==> src/irq_ctrl_defines.vh <==
// constants for the prioritized vectored interrupt controller
`ifndef IRQ_CTRL_DEFINES_VH
`define IRQ_CTRL_DEFINES_VH

// =====================================
// register byte addresses
`define REG_REQ 8'h00
`define REG_ENA 8'h04
`define REG_CTRL 8'h08
`define REG_STAT 8'h0c

// =====================================
// source bit positions in request and enable registers
`define SRC_TICK 0
`define SRC_DUAL 1
`define SRC_EDGE_A 2
`define SRC_EDGE_B 3
`define SRC_SERIAL 4
`define SRC_MATCH 5
`define SRC_EXT_TEST 6
`define SRC_WATCH 7
`define NUM_SRC 8
`define NUM_PINS 8
// the same positions as 3-bit source numbers
`define SRC_ID_TICK 3'h0
`define SRC_ID_DUAL 3'h1
`define SRC_ID_EDGE_A 3'h2
`define SRC_ID_EDGE_B 3'h3
`define SRC_ID_SERIAL 3'h4
`define SRC_ID_MATCH 3'h5

// =====================================
// control register fields
`define CTRL_IME 0
`define CTRL_A_FALL 1
`define CTRL_B_FALL 2
`define CTRL_WATCH_FAST 3
`define CTRL_W 4

// =====================================
// reset values
`define REQ_RST 8'h00
`define ENA_RST 8'h00
`define CTRL_RST 4'h0

// =====================================
// priority ranks and vector table entries
`define RANK_NONE 3'h0
`define RANK_1 3'h1
`define RANK_2 3'h2
`define RANK_3 3'h3
`define RANK_4 3'h4
`define RANK_5 3'h5
`define VEC_NONE 16'h0000
`define VEC_RANK_1 16'h0002
`define VEC_RANK_2 16'h0004
`define VEC_RANK_3 16'h0006
`define VEC_RANK_4 16'h0008
`define VEC_RANK_5 16'h000a

// =====================================
// watch interval timing
`define WATCH_INTERVAL_MS 500
`define CLK_FREQ_MHZ 250
`define WATCH_FAST_DIV 128

`endif

==> src/pin_edge_detect.v <==
// edge detector with selectable rising and falling sensitivity
`timescale 1ns/1ns
module pin_edge_detect (
   input wire sys_clk,
   input wire sys_rst,
   input wire pin,
   input wire rise_en,
   input wire fall_en,
   output wire edge_hit
);
   reg prev_ff;

   // =====================================
   // previous level
   // prev resets low, so a pin that is already high at release reads as a rising edge
   always @(posedge sys_clk or posedge sys_rst) begin
      if (sys_rst) begin
         prev_ff <= 1'b0;
      end else begin
         prev_ff <= pin;
      end
   end

   assign edge_hit = (rise_en & pin & ~prev_ff) | (fall_en & ~pin & prev_ff);
endmodule

==> src/prioritized_vector_irq_ctrl.v <==
// prioritized vectored interrupt controller with test sources and standby wake
//
// Contract
// simultaneous requests are served in fixed order from rank 1 (highest) to rank 5 (lowest).
// the interval tick and the dual-edge pin share rank 1 and vector address 0002H.
// the dual-edge pin requests on both rising and falling transitions.
// the two single-edge pins take a software-chosen edge and use 0004H (rank 2) and 0006H (rank 3).
// serial transfer completion requests at rank 4 through vector address 0008H.
// a counter match with its modulo value requests at rank 5 through vector address 000AH.
// the external test source sets on a rising test pin or on a falling edge of any key-return input.
// test sources set their flags and follow their enables but never cause a vectored interrupt.
// a vectored request is taken only when its source enable and the master enable are both set.
// every request flag can be read by software without taking the interrupt.
// any set request whose enable is set wakes the core from standby, others do not.
// the handler start address comes from the programmable vector table entry that is handed out; the code hands out fixed entries 0002H to 000AH.
// a higher rank request may interrupt a running handler, a same or lower rank one may not.
// the watch test flag sets every 0.5 s, or 128 times more often in fast mode.
// taking a vectored request clears that source flag and dispatches through its vector entry.
//
// The address-and-strobe port and the register addresses were decided locally.
`timescale 1ns/1ns
`include "irq_ctrl_defines.vh"
module prioritized_vector_irq_ctrl #(
   parameter WATCH_CYCLES = `WATCH_INTERVAL_MS * `CLK_FREQ_MHZ * 1000,
   parameter CNT_W = 27
) (
   input wire sys_clk,
   input wire sys_rst,
   input wire [7:0] reg_addr,
   input wire [7:0] reg_wdata,
   input wire reg_wr,
   input wire reg_rd,
   output reg [7:0] reg_rdata,
   input wire interval_tick_request,
   input wire dual_edge_ext_request,
   input wire edge_ext_request_a,
   input wire edge_ext_request_b,
   input wire serial_done_request,
   input wire counter_match_request,
   input wire ext_test_source,
   input wire [3:0] key_return_inputs,
   input wire irq_ack,
   input wire irq_return,
   output reg irq_req,
   output reg [15:0] vector_addr,
   output reg [2:0] irq_rank,
   output reg irq_wake
);
   localparam integer WATCH_LAST_INT = WATCH_CYCLES - 1;
   localparam integer WATCH_FAST_LAST_INT = WATCH_CYCLES / `WATCH_FAST_DIV - 1;
   localparam [CNT_W-1:0] WATCH_LAST = WATCH_LAST_INT[CNT_W-1:0];
   localparam [CNT_W-1:0] WATCH_FAST_LAST = WATCH_FAST_LAST_INT[CNT_W-1:0];

   reg [`NUM_SRC-1:0] req_ff;
   reg [`NUM_SRC-1:0] ena_ff;
   reg [`CTRL_W-1:0] ctrl_ff;
   reg [5:1] in_svc_ff;
   reg [2:0] rank_ff;
   reg [2:0] src_ff;
   reg [CNT_W-1:0] watch_cnt_ff;
   reg [`NUM_SRC-1:0] nxt_req;
   reg [5:1] nxt_in_svc;
   reg [2:0] nxt_rank;
   reg [2:0] nxt_src;
   reg [15:0] nxt_vec;
   reg [7:0] nxt_rdata;
   reg [5:1] return_clr;

   wire [`NUM_PINS-1:0] pin_vec;
   wire [`NUM_PINS-1:0] rise_vec;
   wire [`NUM_PINS-1:0] fall_vec;
   wire [`NUM_PINS-1:0] pin_hit;
   wire [`NUM_SRC-1:0] set_vec;
   wire [`NUM_SRC-1:0] elig;
   wire [5:1] rank_hit;
   wire [5:1] rank_ok;
   wire watch_hit;
   wire wr_req;
   wire wr_ena;
   wire wr_ctrl;
   wire master_irq_enable;
   wire take;

   assign master_irq_enable = ctrl_ff[`CTRL_IME];
   assign wr_req = reg_wr && (reg_addr == `REG_REQ);
   assign wr_ena = reg_wr && (reg_addr == `REG_ENA);
   assign wr_ctrl = reg_wr && (reg_addr == `REG_CTRL);

   // =====================================
   // acknowledge handshake
   // an ack counts only while an offer stands; one that arrives after the offer dropped is ignored
   assign take = irq_ack && irq_req;

   // =====================================
   // pin edge detection
   // pin order: dual edge, edge a, edge b, test pin, key returns 0..3
   // key returns idle high, so they are watched for falls only
   assign pin_vec = {key_return_inputs, ext_test_source, edge_ext_request_b, edge_ext_request_a,
                     dual_edge_ext_request};
   assign rise_vec = {4'h0, 1'b1, ~ctrl_ff[`CTRL_B_FALL], ~ctrl_ff[`CTRL_A_FALL], 1'b1};
   assign fall_vec = {4'hf, 1'b0, ctrl_ff[`CTRL_B_FALL], ctrl_ff[`CTRL_A_FALL], 1'b1};

   genvar gi;
   generate
      for (gi = 0; gi < `NUM_PINS; gi = gi + 1) begin : g_pin
         pin_edge_detect u_edge (
            .sys_clk(sys_clk),
            .sys_rst(sys_rst),
            .pin(pin_vec[gi]),
            .rise_en(rise_vec[gi]),
            .fall_en(fall_vec[gi]),
            .edge_hit(pin_hit[gi])
         );
      end
   endgenerate

   // =====================================
   // watch interval generator
   // the divider restarts when fast mode changes so the first short interval is whole
   // only whole cycle counts exist, so a fast interval that does not divide evenly rounds down
   always @(posedge sys_clk or posedge sys_rst) begin
      if (sys_rst) begin
         watch_cnt_ff <= {CNT_W{1'b0}};
      end else if (watch_hit || (wr_ctrl && (reg_wdata[`CTRL_WATCH_FAST] != ctrl_ff[`CTRL_WATCH_FAST]))) begin
         watch_cnt_ff <= {CNT_W{1'b0}};
      end else begin
         watch_cnt_ff <= watch_cnt_ff + {{(CNT_W-1){1'b0}}, 1'b1};
      end
   end

   assign watch_hit = ctrl_ff[`CTRL_WATCH_FAST] ? (watch_cnt_ff == WATCH_FAST_LAST) :
                      (watch_cnt_ff == WATCH_LAST);

   // =====================================
   // request set sources
   // level inputs set their flag on every high cycle, so a held level sets a cleared flag again
   assign set_vec[`SRC_TICK] = interval_tick_request;
   assign set_vec[`SRC_DUAL] = pin_hit[0];
   assign set_vec[`SRC_EDGE_A] = pin_hit[1];
   assign set_vec[`SRC_EDGE_B] = pin_hit[2];
   assign set_vec[`SRC_SERIAL] = serial_done_request;
   assign set_vec[`SRC_MATCH] = counter_match_request;
   assign set_vec[`SRC_EXT_TEST] = |pin_hit[7:3];
   assign set_vec[`SRC_WATCH] = watch_hit;

   // =====================================
   // priority resolution
   // test sources are left out of elig so they never reach the vector path
   assign elig = req_ff & ena_ff & {2'b00, {6{master_irq_enable}}};
   assign rank_hit[1] = elig[`SRC_TICK] | elig[`SRC_DUAL];
   assign rank_hit[2] = elig[`SRC_EDGE_A];
   assign rank_hit[3] = elig[`SRC_EDGE_B];
   assign rank_hit[4] = elig[`SRC_SERIAL];
   assign rank_hit[5] = elig[`SRC_MATCH];

   // a rank may preempt only if no handler of its own or a higher rank is running
   assign rank_ok[1] = ~in_svc_ff[1];
   assign rank_ok[2] = ~|in_svc_ff[2:1];
   assign rank_ok[3] = ~|in_svc_ff[3:1];
   assign rank_ok[4] = ~|in_svc_ff[4:1];
   assign rank_ok[5] = ~|in_svc_ff[5:1];

   // nxt_src names the flag behind the offer, so an ack clears exactly what was offered
   always @* begin
      nxt_rank = `RANK_NONE;
      nxt_src = `SRC_ID_TICK;
      nxt_vec = `VEC_NONE;
      if (rank_hit[1] && rank_ok[1]) begin
         nxt_rank = `RANK_1;
         // rank 1 is shared: the tick is served before the dual-edge pin
         nxt_src = elig[`SRC_TICK] ? `SRC_ID_TICK : `SRC_ID_DUAL;
         nxt_vec = `VEC_RANK_1;
      end else if (rank_hit[2] && rank_ok[2]) begin
         nxt_rank = `RANK_2;
         nxt_src = `SRC_ID_EDGE_A;
         nxt_vec = `VEC_RANK_2;
      end else if (rank_hit[3] && rank_ok[3]) begin
         nxt_rank = `RANK_3;
         nxt_src = `SRC_ID_EDGE_B;
         nxt_vec = `VEC_RANK_3;
      end else if (rank_hit[4] && rank_ok[4]) begin
         nxt_rank = `RANK_4;
         nxt_src = `SRC_ID_SERIAL;
         nxt_vec = `VEC_RANK_4;
      end else if (rank_hit[5] && rank_ok[5]) begin
         nxt_rank = `RANK_5;
         nxt_src = `SRC_ID_MATCH;
         nxt_vec = `VEC_RANK_5;
      end
   end

   // =====================================
   // request flags and in-service state
   always @* begin
      nxt_req = req_ff;
      if (wr_req) begin
         nxt_req = nxt_req & ~reg_wdata;
      end
      if (take) begin
         nxt_req[src_ff] = 1'b0;
      end
      // a new event in the clearing cycle wins
      nxt_req = nxt_req | set_vec;
   end

   // return retires the highest-priority running handler
   always @* begin
      return_clr = 5'h00;
      if (in_svc_ff[1]) begin
         return_clr[1] = 1'b1;
      end else if (in_svc_ff[2]) begin
         return_clr[2] = 1'b1;
      end else if (in_svc_ff[3]) begin
         return_clr[3] = 1'b1;
      end else if (in_svc_ff[4]) begin
         return_clr[4] = 1'b1;
      end else if (in_svc_ff[5]) begin
         return_clr[5] = 1'b1;
      end
   end

   always @* begin
      nxt_in_svc = in_svc_ff;
      if (irq_return) begin
         nxt_in_svc = nxt_in_svc & ~return_clr;
      end
      // a return and an ack in one cycle: the return retires first, then the new rank enters
      if (take) begin
         case (rank_ff)
            `RANK_1: nxt_in_svc[1] = 1'b1;
            `RANK_2: nxt_in_svc[2] = 1'b1;
            `RANK_3: nxt_in_svc[3] = 1'b1;
            `RANK_4: nxt_in_svc[4] = 1'b1;
            `RANK_5: nxt_in_svc[5] = 1'b1;
            default: nxt_in_svc = nxt_in_svc;
         endcase
      end
   end

   // =====================================
   // register read mux
   // reads have no side effects, so polling a flag never clears it
   always @* begin
      nxt_rdata = 8'h00;
      case (reg_addr)
         `REG_REQ: nxt_rdata = req_ff;
         `REG_ENA: nxt_rdata = ena_ff;
         `REG_CTRL: nxt_rdata = {4'h0, ctrl_ff};
         `REG_STAT: nxt_rdata = {in_svc_ff, rank_ff};
         default: nxt_rdata = 8'h00;
      endcase
   end

   // =====================================
   // state registers
   // unmapped writes fall through every decode and are lost
   always @(posedge sys_clk or posedge sys_rst) begin
      if (sys_rst) begin
         req_ff <= `REQ_RST;
         ena_ff <= `ENA_RST;
         ctrl_ff <= `CTRL_RST;
         in_svc_ff <= 5'h00;
         rank_ff <= `RANK_NONE;
         src_ff <= `SRC_ID_TICK;
      end else begin
         req_ff <= nxt_req;
         if (wr_ena) begin
            ena_ff <= reg_wdata;
         end
         if (wr_ctrl) begin
            ctrl_ff <= reg_wdata[`CTRL_W-1:0];
         end
         in_svc_ff <= nxt_in_svc;
         rank_ff <= nxt_rank;
         src_ff <= nxt_src;
      end
   end

   // =====================================
   // outputs
   // the request drops for the cycle after the acknowledge and is re-evaluated from updated state,
   // so a stale vector is never offered twice
   always @(posedge sys_clk or posedge sys_rst) begin
      if (sys_rst) begin
         irq_req <= 1'b0;
         vector_addr <= `VEC_NONE;
         irq_rank <= `RANK_NONE;
         irq_wake <= 1'b0;
         reg_rdata <= 8'h00;
      end else begin
         // the offer and its vector drop together, so no vector stands without an offer
         if (take) begin
            irq_req <= 1'b0;
            vector_addr <= `VEC_NONE;
            irq_rank <= `RANK_NONE;
         end else begin
            irq_req <= (nxt_rank != `RANK_NONE);
            vector_addr <= nxt_vec;
            irq_rank <= nxt_rank;
         end
         // wake ignores the master enable: standby must end even while vectoring is off
         irq_wake <= |(req_ff & ena_ff);
         reg_rdata <= reg_rd ? nxt_rdata : 8'h00;
      end
   end
endmodule

==> config.mk <==
export PLATFORM = sky130hd
export DESIGN_NAME = prioritized_vector_irq_ctrl
export DESIGN_NICKNAME = d
export VERILOG_FILES = /design/src/pin_edge_detect.v /design/src/prioritized_vector_irq_ctrl.v
export VERILOG_INCLUDE_DIRS = /design/src /design/src/src
export SDC_FILE = /design/constraint.sdc
export NUM_CORES = 1
export LEC_CHECK = 0
export ABC_AREA = 1
export BUFFER_PORTS_ARGS = -buffer_cell sky130_fd_sc_hd__buf_2
export CAP_MARGIN = 25
export CORE_MARGIN = 10
export CORE_UTILIZATION = 30
export CTS_CLUSTER_DIAMETER = 200
export DETAILED_ROUTE_END_ITERATION = 10
export MAX_ROUTING_LAYER = met4
export RECOVER_POWER = 25
export SYNTH_ARGS = -nofsm -noshare
export SYNTH_HDL_FRONTEND = slang
export SYNTH_SLANG_ARGS = --single-unit
export TNS_END_PERCENT = 10
==> constraint.sdc <==
create_clock -name sys_clk -period 3 [get_ports sys_clk]
set_clock_uncertainty 0.15 [all_clocks]
set_input_delay 0.6 -clock sys_clk [delete_from_list [all_inputs] [get_ports sys_clk]]
set_output_delay 0.6 -clock sys_clk [all_outputs]
set_load 0.05 [all_outputs]
==> metrics.md <==
| Metric | Value |
|---|---|
| Outcome | finished, violations left |
| Failing checks | capacitance limit, slew limit |
| Finished Core Util | 0.352 |
| Crit path launch type | register |
| Yosys reg bits | 77 |
| Netlist Area Pre-Place | 4240 sq um |
| Most crowded layer after global routing | met2 |
| DRC | 0 |
| Placed cell area | approximately 4600 sq um |
| GRT Util Overall | 0.116 |
| Highest Clock Rate | about 530 MHz |
| Initial antenna violation count | 0 |
| DP HPWL | 8450 um |
| Gpl congestion | 0.866 |
| H-tree depth | 3 |
| Pwr Total | 2590 uW |
| Die Ht | 139 um |
| Tcrit/Tclk final | 0.627 |
| Sequential element share of the synthesized area | 0.455 |
| Synth cell types | 36 |
| Vias in the first global route | 3663 |
| Worst Path Required | 3.06 ns |
| Total negative slack | 0 ns |
| Slew HR | -0.168 |
| M3 GR Usage | 0.0236 |
| Clock Latency Late Sink | 0.33 ns |
| Final setup fails | 0 |
| Via/cell ratio | 4.42 |
| Cells after Synth | 576 |
| CTS sink count | 77 |
| Die W | 139 um |
| Antenna Cells | 0 |
| Met1 GRT Util | 0.147 |
| P&R area growth vs syn | 15.3% |
| Worst hold path class | in2reg |
| Worst setup EP type | register |
| Clock-pin slew on the worst setup and hold paths | 0.06 ns |
| Measured slew at the worst slew-check pin | between 1.5 and 2 ns |
| Clock Path Buffers | 2 |
| Via count | 3592 |
| Worst-path maximum fanout | 24 |
| Pwr per Cell Area | 531 nW/um^2 |
| # IOs | 62 |
| Antenna viol nets, final | 0 |
| Ys Warns | 0 |
| Num rows | 43 |
| Critical Path AT | 1.95 ns |
| Time the worst path needs with I/O delays and setup | 1.88 ns |
| Post-Layout Inst Area | about 4900 sq um |
| Routed WL | 10800 um |
| Max Slew Vio Count | 36 |
| Starting Density | 0.305 |
| Met2 usage | 0.183 |
| Post_cts resized | 0 |
| Gr ovfl total | 0 |
| Pleak | between 0.002 and 0.0025 uW |
| Count of final hold-check violations | 0 |
| WL/cell | approximately 13 um |
| CTS root buf | clkbuf_16 |
| CTS tree | built |
| PortBufs | 48 |
| CORE AREA | 13900 sq um |
| Hold_buf cts | 0 |
| Max-cap violations | 1 |
| First-pass GRT wire length | 18300 um |
| Total CTS buffers | 9 |
| Die area | 19300 sq um |
| Commonest non-fill, non-tap cell in the layout | nand2_1 |
| Largest net degree at the start of global routing | 37 |
| Setup Fix Bufs, Post-CTS | 0 |
| Mapped Avg Cell Area | roughly 7.4 sq um |
| Worst vdd ir | 307 uV |
| Layout cell share with drive strength beyond 1 | 0.122 |
| Most frequent cells in the layout | 149 x nand2_1, 108 x nor2_1, 81 x inv_1 |
| 1st-pass router iterations | 4 |
| Setup CP Type | reg2reg |
| Unrepaired setup endpoints after global routing | false |
| Starting DRT DRC Count | 302 |
| Final #Nets | between 600 and 700 |
-- worst max-delay path, stage by stage (launching register included) --
cell and delay [ns]:
dfrtp_1 0.52, inv_1 0.16, nand2_1 0.07, nor2_1 0.10
nand2_1 0.06, nand2_1 0.11, inv_1 0.05, nor2_1 0.08
nand2_1 0.11, nand2_4 0.26, nor2_1 0.08
-- cell type report --
type	instances	area, sq um
tap	180	225
sequential	77	1930
timing repair buffer	50	264
clock buffer	11	243
inverter	85	320
clock inverter	5	36.3
multi-input combinational	405	1870
fill	1522	9000
-- sequential cells by signal, indices dropped and copies added (netlist names) --
signal                cells
irq_wake                  1
watch_cnt_ff             27
src_ff                    2
ena_ff                    8
rank_ff                   2
req_ff                    8
g_pin.u_edge.prev_ff      8
vector_addr               3
in_svc_ff                 5
reg_rdata                 8
ctrl_ff                   4
irq_req                   1
-- stage by stage --
stage                     hold WS, ns  setup WS [ns]  cells
after CTS                       0.214           1.10    813
after detailed placement        0.339          0.837    797
after floorplan                 0.294          0.283    588
final                           0.233           1.12    813
after global placement          0.325          0.859    797
after global routing            0.221          0.923    813
-- report_power, final --
part | internal [uW] | switching, uW
registers | 1110 | 85.7
logic | 122 | 246
clock network | 585 | 441
total | 1820 | 773
-- cell families (layout without fill, tap and decap cells) --
family	count (synthesis)	count (layout)	synth area share
xor gates and xnor gates	18	18	0.0372
buffers and inverters	106	151	0.115
other	1	13	0.000885
and+or+nand+nor	322	322	0.321
DFF	77	77	0.455
AOI/OAI and AO/OA	51	51	0.0685
adders and majority gates	1	1	0.00295
-- cell usage after synthesis --
| cell type | n | area (sq um) |
|---|---|---|
| o21bai_1 | 4 | 30.0 |
| nand2_1 | 149 | 559 |
| buf_2 | 1 | 5.00 |
| conb_1 | 1 | 3.75 |
| inv_1 | 82 | 308 |
| a221oi_1 | 1 | 8.76 |
| buf_4 | 17 | 128 |
| ha_1 | 1 | 12.5 |
| and3_1 | 1 | 6.26 |
| xor2_1 | 13 | 114 |
| nand2_2 | 1 | 6.26 |
| nor3_2 | 1 | 10.0 |
| o22ai_1 | 4 | 25.0 |
| and2_1 | 1 | 6.26 |
| nor2_2 | 3 | 18.8 |
| nand3_1 | 41 | 205 |
| nand2_4 | 1 | 11.3 |
| nand4_1 | 5 | 31.3 |
| a21oi_1 | 4 | 20.0 |
| o21ai_0 | 30 | 150 |
| nor3_1 | 4 | 20.0 |
| nand3_2 | 2 | 20.0 |
| dfrtp_1 | 77 | 1930 |
| o21a_1 | 3 | 22.5 |
| o211ai_1 | 1 | 7.51 |
| o32ai_1 | 1 | 8.76 |
| nor3b_1 | 1 | 7.51 |
| a211oi_1 | 1 | 7.51 |
| nor2_4 | 1 | 11.3 |
| nor2_1 | 108 | 405 |
| o21ai_1 | 2 | 10.0 |
| nand3b_1 | 1 | 7.51 |
| nor3_4 | 2 | 32.5 |
| xnor2_1 | 5 | 43.8 |
| buf_6 | 3 | 33.8 |
| inv_2 | 3 | 11.3 |
-- metal layers --
layer  routed length [um]  part of all wire
met1                 5180              0.48
met2                 5090              0.47
met5                    0                 0
met3                  365             0.034
met4                  157             0.015
-- worst paths after layout --
path | to | cells past startpoint | slack, ns | start
min in group asynchronous | g_pin[5].u_edge.prev_ff | 2 | 0.54 | sys_rst
setup / recovery | watch_cnt_ff[17] | 10 | 1.12 | ctrl_ff[3]
setup reg to reg | watch_cnt_ff[17] | 10 | 1.12 | ctrl_ff[3]
hold / removal | g_pin[3].u_edge.prev_ff | 1 | 0.23 | ext_test_source
hold reg to reg | req_ff[1] | 2 | 0.34 | g_pin[0].u_edge.prev_ff
max in group asynchronous | irq_wake | 3 | 1.26 | sys_rst
Note: power is estimated with default switching activity, not from simulation.
